--- src/rtl/rrc_pkg.sv ---
// Package with opcode fields, phase encoding and reset values for the return/rotate unit
package rrc_pkg;
  localparam logic [14:0] RRC_RET_OPC = 15'h0009;
  localparam logic [5:0] RRC_ROT_OPC = 6'h0D;
  localparam int RRC_ROT_OP_MSB = 15;
  localparam int RRC_ROT_OP_LSB = 10;
  localparam int RRC_D_BIT = 9;
  localparam int RRC_A_BIT = 8;
  localparam int RRC_C_BIT = 0;
  localparam int RRC_Z_BIT = 2;
  localparam int RRC_N_BIT = 4;
  localparam logic [3:0] RRC_BANK_ACCESS = 4'h0;
  localparam logic [7:0] RRC_W_RST = 8'h00;
  localparam logic [7:0] RRC_FLAG_RST = 8'h00;
  localparam logic [3:0] RRC_BANK_RST = 4'h0;
  localparam logic [20:0] RRC_PC_RST = 21'h000000;
  localparam logic [1:0] RRC_Q1 = 2'h0;
  localparam logic [1:0] RRC_Q2 = 2'h1;
  localparam logic [1:0] RRC_Q3 = 2'h2;
  localparam logic [1:0] RRC_Q4 = 2'h3;
  typedef enum logic [1:0] {RRC_IDLE, RRC_RET_WAIT, RRC_RET_IDLE2} rrc_state_t;
endpackage

--- src/rtl/rrc_exec.sv ---
// Execution unit for return-from-subroutine and rotate-left-through-carry
//
// Contract
// (RQ1) Return opcode pops the stack and loads the popped top entry into PC.
// (RQ2) Return with restore set copies working, flag and bank shadows back.
// (RQ3) Return with restore clear leaves working, flag and bank pointer alone.
// (RQ4) Return never touches PC latches nor flags except a requested restore.
// (RQ5) Rotate shifts left through carry; updates carry, negative and zero flags.
// (RQ6) Rotate destination bit zero writes working register, one writes back.
// (RQ7) Rotate access bit zero uses access bank, one uses bank pointer.
// (RQ8) Return takes two cycles, popping in Q4; rotate completes in one.
`timescale 1ns/100ps
module rrc_exec (
  input wire logic sys_clk,
  input wire logic rst,
  input wire logic [1:0] q_phase,
  input wire logic instr_valid,
  input wire logic [15:0] instr_word,
  input wire logic [20:0] stack_top_entry,
  input wire logic [7:0] working_reg_shadow,
  input wire logic [7:0] flag_reg_shadow,
  input wire logic [3:0] bank_pointer_shadow,
  input wire logic [7:0] file_rd_data,
  output logic stack_pop,
  output logic [20:0] pc_q,
  output logic [7:0] working_reg_q,
  output logic [7:0] flag_reg_q,
  output logic [3:0] bank_pointer_q,
  output logic file_rd_en,
  output logic file_wr_en,
  output logic [3:0] file_bank,
  output logic [7:0] file_addr,
  output logic [7:0] file_wr_data,
  output logic busy
);
  // ----------------------------------------------------------------
  // Decode
  // ----------------------------------------------------------------
  rrc_pkg::rrc_state_t state_q;
  rrc_pkg::rrc_state_t state_d;
  logic [15:0] ir_q;
  logic [7:0] oper_q;
  logic ir_valid_q;
  wire is_ret = instr_word[15:1] == rrc_pkg::RRC_RET_OPC;
  wire is_rot = instr_word[rrc_pkg::RRC_ROT_OP_MSB:rrc_pkg::RRC_ROT_OP_LSB]
    == rrc_pkg::RRC_ROT_OPC;
  wire q1 = q_phase == rrc_pkg::RRC_Q1;
  wire q2 = q_phase == rrc_pkg::RRC_Q2;
  wire q4 = q_phase == rrc_pkg::RRC_Q4;
  wire take = q1 && instr_valid && state_q == rrc_pkg::RRC_IDLE;
  wire ir_ret = ir_q[15:1] == rrc_pkg::RRC_RET_OPC;
  wire ir_rot = ir_q[rrc_pkg::RRC_ROT_OP_MSB:rrc_pkg::RRC_ROT_OP_LSB]
    == rrc_pkg::RRC_ROT_OPC;
  wire ir_restore = ir_q[0];
  wire ir_dest_f = ir_q[rrc_pkg::RRC_D_BIT];
  wire ir_use_bank = ir_q[rrc_pkg::RRC_A_BIT];
  // Read address must already stand while the Q2 read is under way,
  // so the decode edge takes it straight from the incoming word
  wire new_use_bank = instr_word[rrc_pkg::RRC_A_BIT];
  wire [3:0] new_bank = new_use_bank ? bank_pointer_q : rrc_pkg::RRC_BANK_ACCESS; // RQ7
  wire [3:0] sel_bank = ir_use_bank ? bank_pointer_q : rrc_pkg::RRC_BANK_ACCESS; // RQ7
  wire [3:0] bank_d = take ? new_bank : sel_bank;
  wire [7:0] addr_d = take ? instr_word[7:0] : ir_q[7:0];
  // ----------------------------------------------------------------
  // Datapath
  // ----------------------------------------------------------------
  wire [7:0] rot_res = {oper_q[6:0], flag_reg_q[rrc_pkg::RRC_C_BIT]}; // RQ5
  wire rot_c = oper_q[7]; // RQ5
  wire rot_zero = rot_res == 8'h00; // RQ5
  logic [7:0] rot_flags;
  wire ret_pop = ir_ret && q4 && state_q == rrc_pkg::RRC_RET_WAIT; // RQ8
  wire rot_wb = ir_rot && q4 && state_q == rrc_pkg::RRC_IDLE && ir_valid_q; // RQ8

  // Only carry, negative and zero move; other flag bits pass through
  always_comb begin
    rot_flags = flag_reg_q;
    rot_flags[rrc_pkg::RRC_C_BIT] = rot_c; // RQ5
    rot_flags[rrc_pkg::RRC_N_BIT] = rot_res[7]; // RQ5
    rot_flags[rrc_pkg::RRC_Z_BIT] = rot_zero; // RQ5
  end
  // ----------------------------------------------------------------
  // State machine
  // ----------------------------------------------------------------

  always_comb begin
    state_d = state_q;
    case (state_q)
      rrc_pkg::RRC_IDLE: begin
        if (take && is_ret) begin
          state_d = rrc_pkg::RRC_RET_WAIT;
        end
      end
      rrc_pkg::RRC_RET_WAIT: begin
        if (q4) begin
          state_d = rrc_pkg::RRC_RET_IDLE2;
        end
      end
      default: begin
        if (q4) begin
          state_d = rrc_pkg::RRC_IDLE; // RQ8
        end
      end
    endcase
  end
  // ----------------------------------------------------------------
  // Registers
  // ----------------------------------------------------------------
  always_ff @(posedge sys_clk or posedge rst) begin
    if (rst) begin
      state_q <= rrc_pkg::RRC_IDLE;
      ir_q <= 16'h0000;
      ir_valid_q <= 1'b0;
      oper_q <= 8'h00;
    end else begin
      state_q <= state_d;
      if (take) begin
        ir_q <= instr_word;
        ir_valid_q <= is_rot || is_ret;
      end else if (q4 && state_q == rrc_pkg::RRC_IDLE) begin
        ir_valid_q <= 1'b0;
      end
      if (q2 && ir_rot) begin
        oper_q <= file_rd_data;
      end
    end
  end

  always_ff @(posedge sys_clk or posedge rst) begin
    if (rst) begin
      pc_q <= rrc_pkg::RRC_PC_RST;
      working_reg_q <= rrc_pkg::RRC_W_RST;
      flag_reg_q <= rrc_pkg::RRC_FLAG_RST;
      bank_pointer_q <= rrc_pkg::RRC_BANK_RST;
      stack_pop <= 1'b0;
    end else begin
      stack_pop <= 1'b0;
      // Pop lands on the first Q4; the second instruction cycle is an idle slot
      if (ret_pop) begin
        pc_q <= stack_top_entry; // RQ1
        stack_pop <= 1'b1; // RQ1
        if (ir_restore) begin // RQ3 RQ4
          working_reg_q <= working_reg_shadow; // RQ2
          flag_reg_q <= flag_reg_shadow; // RQ2
          bank_pointer_q <= bank_pointer_shadow; // RQ2
        end
      end else if (rot_wb) begin
        flag_reg_q <= rot_flags; // RQ5
        if (!ir_dest_f) begin
          working_reg_q <= rot_res; // RQ6
        end
      end
    end
  end

  always_ff @(posedge sys_clk or posedge rst) begin
    if (rst) begin
      file_rd_en <= 1'b0;
      file_wr_en <= 1'b0;
      file_bank <= 4'h0;
      file_addr <= 8'h00;
      file_wr_data <= 8'h00;
      busy <= 1'b0;
    end else begin
      file_rd_en <= take && is_rot;
      file_wr_en <= rot_wb && ir_dest_f; // RQ6
      file_bank <= bank_d; // RQ7
      file_addr <= addr_d;
      file_wr_data <= rot_res;
      busy <= state_d != rrc_pkg::RRC_IDLE;
    end
  end
endmodule

--- config.mk ---
export PLATFORM = sky130hd
export DESIGN_NAME = rrc_exec
export DESIGN_NICKNAME = d
export VERILOG_FILES = /design/src/rtl/rrc_pkg.sv /design/src/rtl/rrc_exec.sv
export SDC_FILE = /design/constraint.sdc
export NUM_CORES = 1
export LEC_CHECK = 0
export ABC_AREA = 0
export BUFFER_PORTS_ARGS = -buffer_cell sky130_fd_sc_hd__buf_4
export CORE_UTILIZATION = 40
export CTS_CLUSTER_SIZE = 14
export DETAILED_ROUTE_END_ITERATION = 7
export PLACE_DENSITY = 0.74
export SYNTH_ARGS = -nofsm -noshare
export SYNTH_HDL_FRONTEND = slang
export SYNTH_SLANG_ARGS = --single-unit
--- constraint.sdc ---
create_clock -name sys_clk -period 4.6 [get_ports sys_clk]
set_input_delay 0.46 -clock sys_clk [delete_from_list [all_inputs] [get_ports sys_clk]]
set_output_delay 0.46 -clock sys_clk [all_outputs]
set_load 0.02 [all_outputs]
==> impl_metrics.xml <==
<?xml version="1.0" encoding="UTF-8"?>
<metrics>
  <group name="yosys">
    <metric name="yosys.cell_types.count" unit="">29</metric>
    <metric name="yosys.area.top_type_share" unit="%">66.52</metric>
    <metric name="netlist.top_cell.by_area" unit="">dfrtp_1</metric>
    <metric name="combined_area_of_all_synthesized_cells" unit="um^2">3461</metric>
    <metric name="syn-num-nets" unit="">289</metric>
    <metric name="share_of_synthesized_flip_flops_with_an_asynchronous_set_or_reset" unit="%">100.0</metric>
    <metric name="most_used_dff_post_synth" unit="">dfrtp_1</metric>
    <metric name="yosysMostFrequentCell" unit="">dfrtp_1</metric>
    <metric name="synth_seq_cells" unit="">92</metric>
    <metric name="number_of_synthesis_warnings" unit="">0</metric>
    <metric name="syn_avg_cell_area" unit="um^2">15.80</metric>
    <metric name="synth-edff-count" unit="">0</metric>
    <metric name="netlist_instances" unit="">219</metric>
    <metric name="synth_seq_area_share" unit="%">66.52</metric>
    <metric name="synth_top_cells_by_area" unit="">dfrtp_1 67%, mux2_2 22%, nor4b_1 1.0%</metric>
    <metric name="most_frequent_cells_after_synthesis" unit="">92 x dfrtp_1, 69 x mux2_2, 7 x nand2_1</metric>
  </group>
  <group name="placed_design">
    <metric name="port_buffers" unit="">134</metric>
    <metric name="detailed_place_hpwl" unit="mm">5.416</metric>
    <metric name="gp_congestion" unit="">0.7543</metric>
    <metric name="dpl_cell_area" unit="um^2">4584</metric>
  </group>
  <group name="critical_path">
    <metric name="worst_ep_arrival_time" unit="ns">2.62</metric>
    <metric name="r2r_setup_slack" unit="ns">2.22</metric>
    <metric name="worst_ep_required_time" unit="ns">4.84</metric>
    <metric name="max_stage_delay" unit="ns">0.68</metric>
    <metric name="worst-setup-path-type" unit="">flip-flop to flip-flop</metric>
    <metric name="crit_slowest_cell" unit="">nor2_4</metric>
    <metric name="reg2regPathDepth" unit="">5</metric>
    <metric name="rr_startpoint" unit="">ir_q[2]$_DFFE_PP0P_</metric>
    <metric name="timing.critical_path.to_type" unit="">flip-flop</metric>
    <metric name="critical_path_depth" unit="">5</metric>
    <metric name="critPathLaunchType" unit="">flip-flop</metric>
    <metric name="crit_chain" unit="">nor4b_1, nand2_1, nor2_4, o21ai_0, o221a_2</metric>
    <metric name="timing.critical_path.fanout_max" unit="">31</metric>
    <metric name="worstReg2RegEnd" unit="">flag_reg_q[2]$_DFFE_PP0P_</metric>
    <metric name="crit_family" unit="">simple AND/OR/NAND/NOR gates</metric>
    <metric name="critical_path.n_buffers_inverters" unit="">0</metric>
  </group>
  <group name="run_status">
    <metric name="status" unit="">completed</metric>
  </group>
  <group name="clock_network">
    <metric name="tritoncts" unit="">built</metric>
    <metric name="cts_num_sinks" unit="">92</metric>
    <metric name="ctsHtreeMaxLevel" unit="">3</metric>
    <metric name="clk_pin_slew_worst_paths" unit="ns">0.09</metric>
    <metric name="tritoncts.num_buffers" unit="">9</metric>
    <metric name="cts_buffer_depth" unit="">2</metric>
    <metric name="root_buffer" unit="">clkbuf_8</metric>
    <metric name="cts_hold_repair.buffers" unit="">0</metric>
    <metric name="post_cts.repair.setup_buffers" unit="">0</metric>
    <metric name="insertion_delay" unit="ns">0.35</metric>
    <metric name="cts.repair.resized" unit="">0</metric>
  </group>
  <group name="timing">
    <metric name="maximum_operating_frequency" unit="MHz">420.4</metric>
    <metric name="worst_pin_slew" unit="ns">0.8539</metric>
    <metric name="timing.final.setup_violations" unit="">0</metric>
    <metric name="finalMaxSlewViolations" unit="">0</metric>
    <metric name="maxSlewHeadroom" unit="%">42.94</metric>
    <metric name="timing.setup.tns" unit="ns">0</metric>
    <metric name="finClkSkew" unit="ns">0.01295</metric>
    <metric name="final_hold_violations" unit="">0</metric>
    <metric name="finalWorstPathRequiredPeriod" unit="ns">2.379</metric>
    <metric name="rsz0062_at_grt" unit="">no</metric>
    <metric name="post_route_fraction_of_the_period_consumed_by_the_critical_path" unit="%">51.71</metric>
  </group>
  <group name="die">
    <metric name="core_area" unit="um^2">8299</metric>
    <metric name="start_util" unit="%">41.70</metric>
    <metric name="rows" unit="">33</metric>
    <metric name="die_height" unit="um">95.02</metric>
    <metric name="die_x" unit="um">95.02</metric>
    <metric name="fp.dieArea" unit="um^2">9028</metric>
    <metric name="ioPinCount" unit="">135</metric>
  </group>
  <group name="power">
    <metric name="cellPowerDensity" unit="nW/um^2">369.5</metric>
    <metric name="total_leakage_power" unit="nW">2.499</metric>
    <metric name="irDropWorstVdd" unit="V">0.0001980</metric>
  </group>
  <group name="routing">
    <metric name="detail_route.wirelength" unit="mm">7.195</metric>
    <metric name="num_vias" unit="">2274</metric>
    <metric name="antenna_left" unit="">0</metric>
    <metric name="detail_route.wl_per_cell" unit="um">15.34</metric>
    <metric name="drtPass1Iterations" unit="">4</metric>
    <metric name="detailedRoute.firstIterationViolations" unit="">34</metric>
    <metric name="via_per_inst" unit="">4.849</metric>
    <metric name="detail_route.drc_violations" unit="">0</metric>
  </group>
  <group name="cells_and_area">
    <metric name="fillCellCount" unit="">668</metric>
    <metric name="finish.instance_area" unit="um^2">4821</metric>
    <metric name="antenna-diode-count" unit="">0</metric>
    <metric name="total_nets_final" unit="">430</metric>
    <metric name="multi_input_comb_area" unit="um^2">1124</metric>
    <metric name="syn2layout_area_growth" unit="%">39.30</metric>
    <metric name="final-seq-area" unit="um^2">2302</metric>
    <metric name="post_route_cells_drive_above_1_share" unit="%">62.64</metric>
  </group>
  <group name="global_route">
    <metric name="grt_use_total" unit="%">16.49</metric>
    <metric name="number_of_global_route_vias_before_repair" unit="">2331</metric>
    <metric name="grt_antenna_before_repair" unit="">0</metric>
    <metric name="first_pass_grt_wire_length" unit="mm">11.23</metric>
    <metric name="maximum_number_of_pins_on_one_net_before_global_route_repair" unit="">59</metric>
    <metric name="grt_remaining_overflow" unit="">0</metric>
  </group>
  <group name="job">
    <metric name="max-cap-violations" unit="">0</metric>
  </group>
  <group name="worst_hold_path">
    <metric name="holdCritPathClass" unit="">primary input to asynchronous set/reset pin</metric>
  </group>
</metrics>
-- worst register-to-register path, cell delays in order (launching register included) --
cell     delay, ns
dfrtp_1       0.38
nor4b_1       0.34
nand2_1       0.18
nor2_4        0.68
o21ai_0       0.37
o221a_2       0.33
-- cells by family after synthesis --
kind of cell	share of synthesized area (%)
mux	22.74
flops	66.52
compound gates	2.422
buf+inv	1.229
simple gates	7.086
-- layout by cell type, fill, tap and decap left out, types with 2 or more instances in the layout --
cell type | synthesis | layout
bufinv_16 | 0 | 3
nand2b_1 | 2 | 2
nor4_1 | 4 | 4
nor2b_1 | 4 | 4
nor3_1 | 3 | 3
buf_4 | 3 | 135
mux2_2 | 69 | 69
dfrtp_1 | 92 | 92
o221a_2 | 3 | 3
nand3_1 | 3 | 3
nand2_1 | 7 | 7
or3_1 | 4 | 4
a21o_1 | 2 | 2
inv_1 | 3 | 2
nor4b_1 | 4 | 4
clkbuf_8 | 0 | 9
-- registers in the layout, summed over array words and instances (netlist names), 4 cells and up --
register / count
file_bank: 4
working_reg_q: 8
oper_q: 8
file_addr: 8
ir_q: 16
flag_reg_q: 8
bank_pointer_q: 4
file_wr_data: 8
pc_q: 21
-- per-stage QoR --
step           power [mW]  util, %  worst slack, ns  hold WS (ns)  std cells
6_report            1.781    58.09            2.221        0.1125        469
4_1_cts             1.803    58.09            2.176        0.1125        469
5_1_grt             1.865    58.09            1.977        0.1212        469
3_3_place_gp        1.165    55.24            2.177        0.4054        454
3_5_place_dp        1.172    55.24            2.114        0.4140        454
2_1_floorplan       1.046        -            1.748        0.3871        219
-- power breakdown --
group          total [mW]  switching (mW)  internal [mW]
Clock               0.632           0.272          0.360
Combinational       0.229           0.103          0.125
Sequential          0.921          0.0427          0.878
Total                1.78           0.418           1.36
-- layer usage --
| metal | part of all wire, % | GRT usage, % | wire, um | vias up |
|---|---|---|---|---|
| met2 | 45 | 25.72 | 3253 | 106 |
| met4 | 0.79 | 4.924 | 57 | 0 |
| met1 | 45 | 22.40 | 3257 | 1100 |
| met3 | 8.7 | 4.785 | 627 | 5 |
| met5 | 0 | 0 | 0 | - |
| li1 | - | - | - | 1063 |
-- layout make-up --
| type | instances | area share (%) |
|---|---|---|
| clock buffers | 9 | 2.569 |
| clock inverters | 6 | 2.336 |
| inverters | 3 | 0.2855 |
| multi-input cells | 119 | 23.31 |
| flip-flops and latches | 92 | 47.76 |
| well taps | 105 | 2.725 |
| repair buffers | 135 | 21.02 |
-- worst max-delay path by stage --
stage | start | end | slack, ns
floorplan | rst | bank_pointer_q[0]$_DFFE_PP0P_ | 1.75
global placement | q_phase[1] | working_reg_q[2]$_DFFE_PP0P_ | 2.18
detailed placement | q_phase[1] | flag_reg_q[0]$_DFFE_PP0P_ | 2.11
CTS | ir_q[2]$_DFFE_PP0P_ | flag_reg_q[2]$_DFFE_PP0P_ | 2.18
global route | ir_q[2]$_DFFE_PP0P_ | flag_reg_q[2]$_DFFE_PP0P_ | 1.98
finish | ir_q[2]$_DFFE_PP0P_ | flag_reg_q[2]$_DFFE_PP0P_ | 2.22
Note: power is estimated with default switching activity, not from simulation.
